### src/hw/spi_cfg_pkg.sv
// constants and types shared by the serial configuration port
`default_nettype none
package spi_cfg_pkg;
	// ----------------------------------------------------------------
	// register map (address word bit 0 set means write)
	// ----------------------------------------------------------------
	localparam logic [15:0] ADDR_LINE_LENGTH  = 16'h0200;
	localparam logic [15:0] ADDR_SENSOR_STATE = 16'h4018;
	localparam logic [15:0] ADDR_SOFT_RESET   = 16'h4060;
	localparam int          WR_FLAG_BIT       = 0;
	localparam int          SOFT_RESET_BIT    = 0;

	localparam logic [15:0] RST_LINE_LENGTH  = 16'h0560;
	localparam logic [15:0] RST_SENSOR_STATE = 16'h0000;

	// ----------------------------------------------------------------
	// transfer framing: 16 address bits then 16 data bits
	// ----------------------------------------------------------------
	localparam logic [5:0] ADDR_LAST_BIT = 6'h0f;
	localparam logic [5:0] DATA_FIRST    = 6'h10;
	localparam logic [5:0] DATA_LAST_BIT = 6'h1f;
	localparam logic [5:0] FRAME_BITS    = 6'h20;

	// ----------------------------------------------------------------
	// timing
	// ----------------------------------------------------------------
	localparam int          SYS_CLK_MHZ    = 200;
	localparam int          FETCH_MAX_NS   = 1500;
	localparam int          FETCH_MAX_INT  = FETCH_MAX_NS * SYS_CLK_MHZ / 1000;
	localparam logic [9:0]  FETCH_MAX_CYC  = FETCH_MAX_INT[9:0];
	localparam logic [9:0]  FETCH_FAST_CYC = 10'h001;

	// synchroniser reset pattern {mosi, csn, sck}: bus idle, clock high
	localparam logic [2:0]  SYNC_RST = 3'h3;

	typedef enum logic [1:0] {
		ST_STANDBY,
		ST_IDLE,
		ST_CONFIG,
		ST_STREAMING
	} sensor_state_e;
endpackage
`default_nettype wire

### src/hw/spi_sync_if.sv
// synchronised serial pins passed from the synchroniser to the port core
`default_nettype none
interface spi_sync_if;
	logic sck;
	logic csn;
	logic mosi;
	modport src (output sck, csn, mosi);
	modport dst (input sck, csn, mosi);
endinterface
`default_nettype wire

### src/hw/spi_pin_sync.sv
// two-stage synchroniser for the serial pins
`default_nettype none
module spi_pin_sync
	import spi_cfg_pkg::*;
(
	// clock and reset
	input  wire logic   sys_clk,
	input  wire logic   nrst,
	input  wire logic   ce,
	// raw pins
	input  wire logic   sck_pin,
	input  wire logic   csn_n_pin,
	input  wire logic   mosi_pin,
	// synchronised side
	spi_sync_if.src     sy
);
	typedef struct packed {
		logic [2:0] ff1;
		logic [2:0] ff2;
	} sync_s;

	sync_s s_q;
	sync_s s_d;

	always_comb begin
		s_d     = s_q;
		s_d.ff1 = {mosi_pin, csn_n_pin, sck_pin};
		s_d.ff2 = s_q.ff1;
	end

	always_ff @(posedge sys_clk or negedge nrst) begin
		if (!nrst) begin
			s_q <= '{ff1: SYNC_RST, ff2: SYNC_RST};
		end else if (ce) begin
			s_q <= s_d;
		end
	end

	// only the second stage leaves this module
	assign sy.sck  = s_q.ff2[0];
	assign sy.csn  = s_q.ff2[1];
	assign sy.mosi = s_q.ff2[2];
endmodule
`default_nettype wire

### src/hw/sensor_spi_config_slave.sv
// serial configuration slave with shadow and active register stores
//
// Contract
// - sensor is slave; host starts every transfer
// - respond only while chip select is low
// - read data on miso, commands from mosi
// - clock idles high, sample on rising edge
// - read fetch takes at most 1.5 us
// - every write lands in the shadow store
// - shadow copied at frame start or state entry
// - reads return the shadow copy
// - restricted write visible, applied after config pass; the code applies it on config or idle entry
// - unrestricted registers writable in every state
// - standby accepts only state and soft-reset writes
`default_nettype none
module sensor_spi_config_slave
	import spi_cfg_pkg::*;
(
	// clock and reset
	input  wire logic           sys_clk,
	input  wire logic           nrst,
	input  wire logic           ce,
	// serial pins
	input  wire logic           sck,
	input  wire logic           csn_n,
	input  wire logic           mosi,
	output logic                miso,
	output logic                miso_oe_n,
	// sensor core side
	input  wire sensor_state_e  sensor_state,
	input  wire logic           frame_start,
	output logic [15:0]         line_length,
	output logic [15:0]         streaming_state_req,
	output logic                soft_reset
);
	// ----------------------------------------------------------------
	// state
	// ----------------------------------------------------------------
	typedef struct packed {
		logic          sck_prev;
		logic [5:0]    cnt;
		logic [15:0]   shift;
		logic [15:0]   addr;
		logic          is_wr;
		logic [15:0]   rd_data;
		logic [9:0]    fetch_cnt;
		logic          fetch_busy;
		logic [15:0]   len_sh;
		logic [15:0]   len_act;
		logic [15:0]   st_sh;
		logic [15:0]   st_act;
		logic          sr_pend;
		logic          soft_reset;
		sensor_state_e prev_state;
		logic          miso;
		logic          miso_oe_n;
	} core_s;

	localparam core_s CORE_RST = '{
		sck_prev:   1'b1,
		cnt:        6'h00,
		shift:      16'h0000,
		addr:       16'h0000,
		is_wr:      1'b0,
		rd_data:    16'h0000,
		fetch_cnt:  10'h000,
		fetch_busy: 1'b0,
		len_sh:     RST_LINE_LENGTH,
		len_act:    RST_LINE_LENGTH,
		st_sh:      RST_SENSOR_STATE,
		st_act:     RST_SENSOR_STATE,
		sr_pend:    1'b0,
		soft_reset: 1'b0,
		prev_state: ST_STANDBY,
		miso:       1'b0,
		miso_oe_n:  1'b1
	};

	core_s s_q;
	core_s s_d;

	spi_sync_if sy ();

	spi_pin_sync u_sync (
		.sys_clk   (sys_clk),
		.nrst      (nrst),
		.ce        (ce),
		.sck_pin   (sck),
		.csn_n_pin (csn_n),
		.mosi_pin  (mosi),
		.sy        (sy)
	);

	// ----------------------------------------------------------------
	// decode helpers
	// ----------------------------------------------------------------
	function automatic logic [15:0] reg_of(input logic [15:0] a);
		reg_of = {a[15:1], 1'b0};
	endfunction

	function automatic logic [9:0] fetch_lat(input logic [15:0] a);
		// line length sits in fast storage, the rest goes through the controller
		fetch_lat = (reg_of(a) == ADDR_LINE_LENGTH) ? FETCH_FAST_CYC : FETCH_MAX_CYC;
	endfunction

	logic        sel;
	logic        rise;
	logic        fall;
	logic        addr_done;
	logic        data_done;
	logic [15:0] word_in;
	logic        wr_ok;
	logic        len_apply;
	logic        any_apply;
	logic [15:0] shadow_rd;

	always_comb begin
		sel       = !sy.csn;
		rise      = sel && sy.sck && !s_q.sck_prev;
		fall      = sel && !sy.sck && s_q.sck_prev;
		word_in   = {s_q.shift[14:0], sy.mosi};
		addr_done = rise && (s_q.cnt == ADDR_LAST_BIT);
		data_done = rise && (s_q.cnt == DATA_LAST_BIT) && s_q.is_wr;
		// standby lets only the state and soft-reset registers through
		wr_ok     = (sensor_state != ST_STANDBY)
			|| (reg_of(s_q.addr) == ADDR_SENSOR_STATE)
			|| (reg_of(s_q.addr) == ADDR_SOFT_RESET);
		// restricted register takes effect only on entering config or idle
		len_apply = ((sensor_state == ST_CONFIG) && (s_q.prev_state != ST_CONFIG))
			|| ((sensor_state == ST_IDLE) && (s_q.prev_state != ST_IDLE));
		// unrestricted ones wait for a frame boundary only while streaming
		any_apply = frame_start || (sensor_state != ST_STREAMING);
		case (reg_of(s_q.addr))
			ADDR_LINE_LENGTH:  shadow_rd = s_q.len_sh;
			ADDR_SENSOR_STATE: shadow_rd = s_q.st_sh;
			ADDR_SOFT_RESET:   shadow_rd = {15'h0000, s_q.sr_pend};
			default:           shadow_rd = 16'h0000;
		endcase
	end

	// ----------------------------------------------------------------
	// next state
	// ----------------------------------------------------------------
	always_comb begin
		s_d            = s_q;
		s_d.sck_prev   = sy.sck;
		s_d.prev_state = sensor_state;
		s_d.soft_reset = 1'b0;

		// register fetch after a read address
		if (s_q.fetch_busy) begin
			if (s_q.fetch_cnt == FETCH_FAST_CYC) begin
				s_d.fetch_busy = 1'b0;
				s_d.rd_data    = shadow_rd;
			end else begin
				s_d.fetch_cnt = s_q.fetch_cnt - 10'h001;
			end
		end

		// active store updates read the old shadow, so a same-cycle write waits
		if (len_apply) begin
			s_d.len_act = s_q.len_sh;
		end
		if (any_apply) begin
			s_d.st_act = s_q.st_sh;
			if (s_q.sr_pend) begin
				s_d.soft_reset = 1'b1;
				s_d.sr_pend    = 1'b0;
			end
		end

		// serial framing, slave only: nothing moves without host clock
		if (!sel) begin
			s_d.cnt       = 6'h00;
			s_d.miso_oe_n = 1'b1;
			s_d.miso      = 1'b0;
		end else begin
			s_d.miso_oe_n = 1'b0;
			if (rise && (s_q.cnt != FRAME_BITS)) begin
				s_d.shift = word_in;
				s_d.cnt   = s_q.cnt + 6'h01;
			end
			if (addr_done) begin
				s_d.addr    = word_in;
				s_d.is_wr   = word_in[WR_FLAG_BIT];
				s_d.rd_data = 16'h0000;
				if (!word_in[WR_FLAG_BIT]) begin
					s_d.fetch_busy = 1'b1;
					s_d.fetch_cnt  = fetch_lat(word_in);
				end
			end
			// mode 3: drive on the falling edge, host samples on the rising
			if (fall && (s_q.cnt >= DATA_FIRST) && (s_q.cnt <= DATA_LAST_BIT)
					&& !s_q.is_wr) begin
				s_d.miso = s_q.rd_data[~s_q.cnt[3:0]];
			end
		end

		// writes go to the shadow store only; a new write beats an apply
		if (data_done && wr_ok) begin
			case (reg_of(s_q.addr))
				ADDR_LINE_LENGTH:  s_d.len_sh = word_in;
				ADDR_SENSOR_STATE: s_d.st_sh = word_in;
				ADDR_SOFT_RESET: begin
					if (word_in[SOFT_RESET_BIT]) begin
						s_d.sr_pend = 1'b1;
					end
				end
				default: begin
				end
			endcase
		end
	end

	always_ff @(posedge sys_clk or negedge nrst) begin
		if (!nrst) begin
			s_q <= CORE_RST;
		end else if (ce) begin
			s_q <= s_d;
		end
	end

	assign miso                = s_q.miso;
	assign miso_oe_n           = s_q.miso_oe_n;
	assign line_length         = s_q.len_act;
	assign streaming_state_req = s_q.st_act;
	assign soft_reset          = s_q.soft_reset;

	// ----------------------------------------------------------------
	// checks
	// ----------------------------------------------------------------
	property p_deselect_quiet;
		@(posedge sys_clk) disable iff (!nrst)
		(ce && !sel) |=> (miso_oe_n && (s_q.cnt == 6'h00));
	endproperty
	a_deselect_quiet: assert property (p_deselect_quiet) else $error("port active while deselected");

	property p_fetch_bound;
		@(posedge sys_clk) disable iff (!nrst || !ce)
		$rose(s_q.fetch_busy) |-> ##[1:300] !s_q.fetch_busy;
	endproperty
	a_fetch_bound: assert property (p_fetch_bound) else $error("read fetch exceeded limit");

	property p_shadow_only;
		@(posedge sys_clk) disable iff (!nrst)
		(ce && data_done && wr_ok && (reg_of(s_q.addr) == ADDR_LINE_LENGTH) && !len_apply)
		|=> (s_q.len_sh == $past(word_in)) && $stable(s_q.len_act);
	endproperty
	a_shadow_only: assert property (p_shadow_only) else $error("write reached active store");

	property p_apply_entry;
		@(posedge sys_clk) disable iff (!nrst)
		(ce && len_apply) |=> (s_q.len_act == $past(s_q.len_sh));
	endproperty
	a_apply_entry: assert property (p_apply_entry) else $error("shadow not applied on entry");

	property p_read_shadow;
		@(posedge sys_clk) disable iff (!nrst)
		(ce && s_q.fetch_busy && (s_q.fetch_cnt == FETCH_FAST_CYC))
		|=> (s_q.rd_data == $past(shadow_rd)) && !s_q.fetch_busy;
	endproperty
	a_read_shadow: assert property (p_read_shadow) else $error("read data not from shadow");

	property p_standby_refuse;
		@(posedge sys_clk) disable iff (!nrst)
		(ce && data_done && (sensor_state == ST_STANDBY)
			&& (reg_of(s_q.addr) == ADDR_LINE_LENGTH)) |=> $stable(s_q.len_sh);
	endproperty
	a_standby_refuse: assert property (p_standby_refuse) else $error("standby write accepted");

	property p_stream_accept;
		@(posedge sys_clk) disable iff (!nrst)
		(ce && data_done && (sensor_state == ST_STREAMING)
			&& (reg_of(s_q.addr) == ADDR_SENSOR_STATE)) |=> (s_q.st_sh == $past(word_in));
	endproperty
	a_stream_accept: assert property (p_stream_accept) else $error("streaming write dropped");

	property p_miso_bit;
		@(posedge sys_clk) disable iff (!nrst)
		(ce && fall && !s_q.is_wr && (s_q.cnt == DATA_FIRST))
		|=> (miso == $past(s_q.rd_data[15])) && !miso_oe_n;
	endproperty
	a_miso_bit: assert property (p_miso_bit) else $error("first read bit not msb");

	property p_bit_count;
		@(posedge sys_clk) disable iff (!nrst)
		(ce && rise && (s_q.cnt < FRAME_BITS)) |=> (s_q.cnt == $past(s_q.cnt) + 6'h01);
	endproperty
	a_bit_count: assert property (p_bit_count) else $error("bit counter slipped");
endmodule
`default_nettype wire

### config.mk
export PLATFORM = sky130hd
export DESIGN_NAME = sensor_spi_config_slave
export DESIGN_NICKNAME = d
export VERILOG_FILES = /design/src/hw/spi_cfg_pkg.sv /design/src/hw/spi_sync_if.sv /design/src/hw/spi_pin_sync.sv /design/src/hw/sensor_spi_config_slave.sv
export SDC_FILE = /design/constraint.sdc
export NUM_CORES = 1
export LEC_CHECK = 0
export BUFFER_PORTS_ARGS = -buffer_cell sky130_fd_sc_hd__clkbuf_2
export CORE_MARGIN = 1
export CORE_UTILIZATION = 60
export DETAILED_ROUTE_END_ITERATION = 16
export GPL_ROUTABILITY_DRIVEN = 0
export PLACE_DENSITY = 0.78
export SLEW_MARGIN = 30
export SYNTH_ARGS = -nofsm -noshare
export SYNTH_HDL_FRONTEND = slang
export SYNTH_SLANG_ARGS = --single-unit
export TNS_END_PERCENT = 1
### constraint.sdc
create_clock -name sys_clk -period 3.25 [get_ports sys_clk]
set_clock_uncertainty 0.2 [all_clocks]
set_input_delay 0.325 -clock sys_clk [delete_from_list [all_inputs] [get_ports sys_clk]]
set_output_delay 0.325 -clock sys_clk [all_outputs]
set_load 0.005 [all_outputs]
== Yosys cells after proc, flatten, opt, wreduce, memory -nomap -nowiden ==
Cells that the tools add are included.

* Add/sub/neg operators: 2
* Order comparisons: 3
* Equal/unequal tests: 13
* Multiplexer cells: 20
* Bitwise gates (word level): 2
* Reduce and logical (&&, ||, !) cells: 33

{| class="wikitable"
|+ Operator list
! kind !! count
|-
| 2-to-1 mux 27 bit || 3
|-
| one-hot mux 16 bit (3 select lines) || 1
|-
| equality test 15 x 14 -> 1 bit (second input constant) || 2
|-
| equality test 15 x 9 -> 1 bit (second input constant) || 2
|-
| 2-to-1 mux 22 bit || 1
|-
| 2-to-1 mux 16 bit || 1
|-
| logical AND 1 bit || 14
|-
| AND reduction 3 bit || 4
|-
| 2-to-1 mux 11 bit || 1
|-
| equality test 10 x 1 -> 1 bit (second input constant) || 1
|-
| 2-to-1 mux 10 bit || 1
|-
| subtractor 10 x 1 -> 10 bit (second input constant) || 1
|-
| 2-to-1 mux 9 bit || 1
|-
| AND reduction 2 bit || 4
|-
| 2-to-1 mux 1 bit || 7
|-
| adder 6 x 1 -> 6 bit (second input constant) || 1
|-
| equality test 6 x 4 -> 1 bit (second input constant) || 1
|-
| equality test 6 x 5 -> 1 bit (second input constant) || 1
|-
| >= comparator 6 x 5 -> 1 bit (second input constant) || 1
|-
| less-or-equal comparator 6 x 5 -> 1 bit (second input constant) || 1
|-
| 2-to-1 mux 6 bit || 1
|-
| != test 6 bit (second input constant) || 1
|-
| nonzero test 2 bit || 3
|-
| < comparator 4 x 5 -> 1 bit (second input constant) || 1
|-
| 10 further kinds || 18
|}

* Bits in registers: 143
* Input port bits: 9
* Output and inout port bits: 35
* Word-level logic and storage cells: 92

== Logic depth before layout (Yosys ltp) ==
* Depth after elaboration: 8
* Depth in mapped cells: 9
* Depth with buffers taken out: 7

== By module ==
From an unflattened synthesis, not the netlist that was laid out.

* Cell total of the unflattened synthesis: 505
* Area total of the unflattened synthesis: 6409.9 um^2

{| class="wikitable"
|+ Modules (own cells, without submodules)
! module !! times used !! cells each !! area each (um^2)
|-
| sensor_spi_config_slave || 1 || 492 || 6153.4
|-
| spi_pin_sync || 1 || 13 || 256.5
|}

== Worst setup path after synthesis ==
No wires, ideal clock.

* Kind: register -> register
* From: reg u_sync.s_q, in the netlist u_sync.sy.sck
* To: reg s_q[61] (netlist bit)
* Library setup time: 125 ps
* Arrival: 2596 ps
* Data required time: 2925 ps
* Slack: 329 ps
* Stages on the path, launching flop included: 8
* Path buffers: 2
* Period minus slack after synthesis: 2921 ps
* Cells stage by stage: dfstp_2 -> or3b_1 -> a211o_1 -> buf_6 -> or3_4 -> a211oi_4 -> buf_12 -> mux2_4

* Cells in the longest elaborated chain, start to end: 6

{| class="wikitable"
|+ RTL lines
! element !! line !! RTL
|-
| start: declaration || spi_pin_sync.sv:22 || <nowiki>sync_s s_q;</nowiki>
|-
| start signal: assignment || spi_pin_sync.sv:33 || <nowiki>s_q <= '{ff1: SYNC_RST, ff2: SYNC_RST};</nowiki>
|-
| logical AND 1 bit (2 in series) || sensor_spi_config_slave.sv:119 || <nowiki>rise = sel && sy.sck && !s_q.sck_prev;</nowiki>
|-
| logical AND 1 bit (2 in series) || sensor_spi_config_slave.sv:123 || <nowiki>data_done = rise && (s_q.cnt == DATA_LAST_BIT) && s_q.is_wr;</nowiki>
|-
| logical AND 1 bit || sensor_spi_config_slave.sv:200 || <nowiki>if (data_done && wr_ok) begin</nowiki>
|-
| AND reduction 3 bit (no line) || n/a ||
|-
| end signal: assignment || sensor_spi_config_slave.sv:217 || <nowiki>s_q <= CORE_RST;</nowiki>
|-
| end signal: assignment || sensor_spi_config_slave.sv:219 || <nowiki>s_q <= s_d;</nowiki>
|-
| end: declaration || sensor_spi_config_slave.sv:79 || <nowiki>core_s s_q;</nowiki>
|}

Every way passes these cells.
A chain may end at the register's enable or synchronous reset.

== Worst setup path in the final report ==
* From: reg u_sync.s_q, in the netlist u_sync.sy.sck
* To: reg s_q[57] (netlist bit)

The elaborated chain is that of the path after synthesis.

==> impl_metrics.env <==
export IMPL_cp_slowest_cell="dfstp_2"
export IMPL_rr_worst_depth=6
export IMPL_crit_required_ns=3.47
export IMPL_hold_ws_ns=0.0993
export IMPL_grt_pass1_wl_um=21800
export IMPL_yosysSeqAreaShare=0.550
export IMPL_synth_area_mm2=0.00645
export IMPL_endpoint_kind="flop"
export IMPL_pwr_share_seq=0.486
export IMPL_synth_edf_count=0
export IMPL_route_antenna_remaining_nets=0
export IMPL_ys_ff_latch=141
export IMPL_p_switching_w=0.000970
export IMPL_diodes=0
export IMPL_final_min_clock_period_ns=2.93
export IMPL_power_w=0.00397
export IMPL_grt_use_met2=0.397
export IMPL_drtIter0Drc=243
export IMPL_synth_fp_nets=524
export IMPL_synth_common_cells="dfrtp_1, mux2_2, buf_4"
export IMPL_routed_wl_um=13200
export IMPL_clk_path_buf_depth=2
export IMPL_path_buf_inv=1
export IMPL_internal_power_w=0.00300
export IMPL_synth_flop_cell="dfrtp_1"
export IMPL_io_buffers=43
export IMPL_cp_slowest_stage_delay_ns=0.56
export IMPL_synth_top_area_frac=0.493
export IMPL_clk_pin_slew_ns=0.06
export IMPL_path_delay_family="simple AND/OR/NAND/NOR gates"
export IMPL_cp_depth=6
export IMPL_hp_class="primary input to flop"
export IMPL_setup_ws_ns=0.323
export IMPL_fin_area_mm2=0.00726
export IMPL_cp_start_kind="flop"
export IMPL_hold_viol_final=0
export IMPL_grt_start_max_net_pins=87
export IMPL_grt_use_total=0.261
export IMPL_ys_warn_count=0
export IMPL_critical_path_class="flop to flop"
export IMPL_cts_tree="yes"
export IMPL_num_rows=37
export IMPL_drive_above_1_share=0.400
export IMPL_slew_headroom=0.462
export IMPL_initial_core_util=0.622
export IMPL_maxCapViolations=0
export IMPL_fin_setup_tns_ns=0
export IMPL_place_area_mm2=0.00664
export IMPL_vias_per_cell=6.00
export IMPL_synth_area_leaders="dfrtp_1, mux2_2, dfstp_2"
export IMPL_yosys_cell_count_top_type="dfrtp_1"
export IMPL_ioPinCount=44
export IMPL_period_share=0.901
export IMPL_antenna_found_initial=0
export IMPL_p_leak_nw=3.40
export IMPL_syn2layout_area_growth_pct=12.6
export IMPL_detailedPlace_worstSlack_ns=0.344
export IMPL_cts_buffers=17
export IMPL_firstDrtPassIters=4
export IMPL_status="finished, final reports clean"
export IMPL_avgRoutedWirePerCell_um=19.2
export IMPL_setup_viol=0
export IMPL_root_buffer="clkbuf_8"
export IMPL_worst_ir_drop_vdd_uv=530
export IMPL_cp_max_fo=16
export IMPL_hold_depth=3
export IMPL_insertion_delay_ns=0.54
export IMPL_grt_ovfl_total=0
export IMPL_power_density_mw_per_mm2=546
export IMPL_p_sw_frac=0.245
export IMPL_clkSinkCount=141
export IMPL_die_w_um=106
export IMPL_die_y_um=106
export IMPL_tightest_slew_ns=0.808
export IMPL_grt_pass1_vias=4227
export IMPL_remaining_drc_errors=0
export IMPL_async_reset_ff_frac=1.00
export IMPL_crit_arrival_ns=3.15
export IMPL_grt_busiest_layer="met2"
export IMPL_combPwrFrac=0.060
export IMPL_syn_inst=511
export IMPL_synth_area_leader_cell="dfrtp_1"
export IMPL_hpwl_um=8840
export IMPL_nets=553
export IMPL_timing_final_max_slew_violations=0
export IMPL_cts_setup_buffers=0
export IMPL_fmax_ghz=0.342
export IMPL_fillers=735
export IMPL_synth_distinct_cells=52
export IMPL_pwr_share_clk=0.454
export IMPL_die_area_mm2=0.0112
export IMPL_syn_avg_cell_area_um2=12.6
export IMPL_grt_use_met3=0.0816
export IMPL_h_tree_depth=4
export IMPL_path_cells="or3b_1, a211o_1, or3_4, a211oi_4, buf_4, mux2_2"
export IMPL_met1_usage=0.351
export IMPL_grt_setup_unrepaired="false"
export IMPL_fp_coreArea_mm2=0.0104
export IMPL_vias=4129
## layout by cell type (no fill, tap or decap), types with 10 or more instances in the layout
| cell | count |
|---|---|
| dfrtp_1 | 127 |
| mux2_2 | 93 |
| clkbuf_2 | 42 |
| nand2_1 | 32 |
| o21ai_0 | 31 |
| nor2_1 | 16 |
| a22oi_1 | 16 |
| clkbuf_16 | 16 |
| buf_4 | 16 |
| dfstp_2 | 14 |
| inv_1 | 12 |
| nor4_1 | 10 |
| mux2_4 | 10 |
## metrics by stage
step	cells	util
finish	688	0.700
global route	688	0.700
CTS	688	0.699
detailed placement	651	0.640
global placement	651	0.640
floorplan	511	-
## state kept, by name, summed over array words and instances, names as in the netlist
signal               flops
u_sync.sy.mosi           1
line_length             16
s_q                    100
u_sync.sy.csn            1
miso_oe_n                1
streaming_state_req     16
miso                     1
u_sync.s_d               3
u_sync.sy.sck            1
soft_reset               1
## power groups by stage
stage / Clock, W / Sequential (W) / Combinational, W
floorplan: 0 / 0.00191 / 0.000157
global placement: 0 / 0.00195 / 0.000224
detailed placement: 0 / 0.00195 / 0.000232
CTS: 0.00182 / 0.00192 / 0.000240
global route: 0.00190 / 0.00194 / 0.000264
finish: 0.00180 / 0.00193 / 0.000237
## logic make-up (layout without fill, tap and decap cells)
family          count (synthesis)  count (layout)  synth area share
fa+ha+maj                       4               4           0.00776
simple gates                  114             114            0.0997
flops                         141             141             0.550
buf+inv                        68             109            0.0625
mux                           111             111             0.206
xor+xnor                        3               3           0.00408
compound gates                 70              70            0.0702
## worst reg2reg max path, stage by stage (launching register included)
cell	delay, ns
dfstp_2	0.56
or3b_1	0.41
a211o_1	0.31
or3_4	0.43
a211oi_4	0.21
buf_4	0.33
mux2_2	0.38
## layout make-up
type / instances / area [um^2] / share of cell area
sequential: 141 / 3550 / 0.488
multi-input combinational: 302 / 2520 / 0.347
clock buffer: 19 / 442 / 0.0608
timing repair buffer: 66 / 422 / 0.0581
tap: 136 / 170 / 0.0234
clock inverter: 12 / 114 / 0.0157
inverter: 12 / 45.0 / 0.00620
## final timing paths
kind	startpoint	endpoint	slack, ns
min in group asynchronous	nrst	streaming_state_req[13]	0.20
setup reg to reg	u_sync.sy.sck	s_q[57]	0.32
setup / recovery	u_sync.sy.sck	s_q[57]	0.32
max in group asynchronous	nrst	s_q[62]	1.84
hold / removal	ce	miso_oe_n	0.1
hold reg to reg	miso_oe_n	miso_oe_n	0.27
## repair_timing
item | 4_1_cts | 5_1_grt
hold buffers | 6 | 0
hold endpoints to repair | 78 | 0
resized for setup | 0 | 0
## per-layer routing
layer | vias up | share of wire
met5 | - | 0
met4 | 0 | 0.023
met3 | 27 | 0.050
met2 | 112 | 0.48
met1 | 2105 | 0.45
li1 | 1885 | -
No activity file was read; power rests on OpenSTA's default activity.
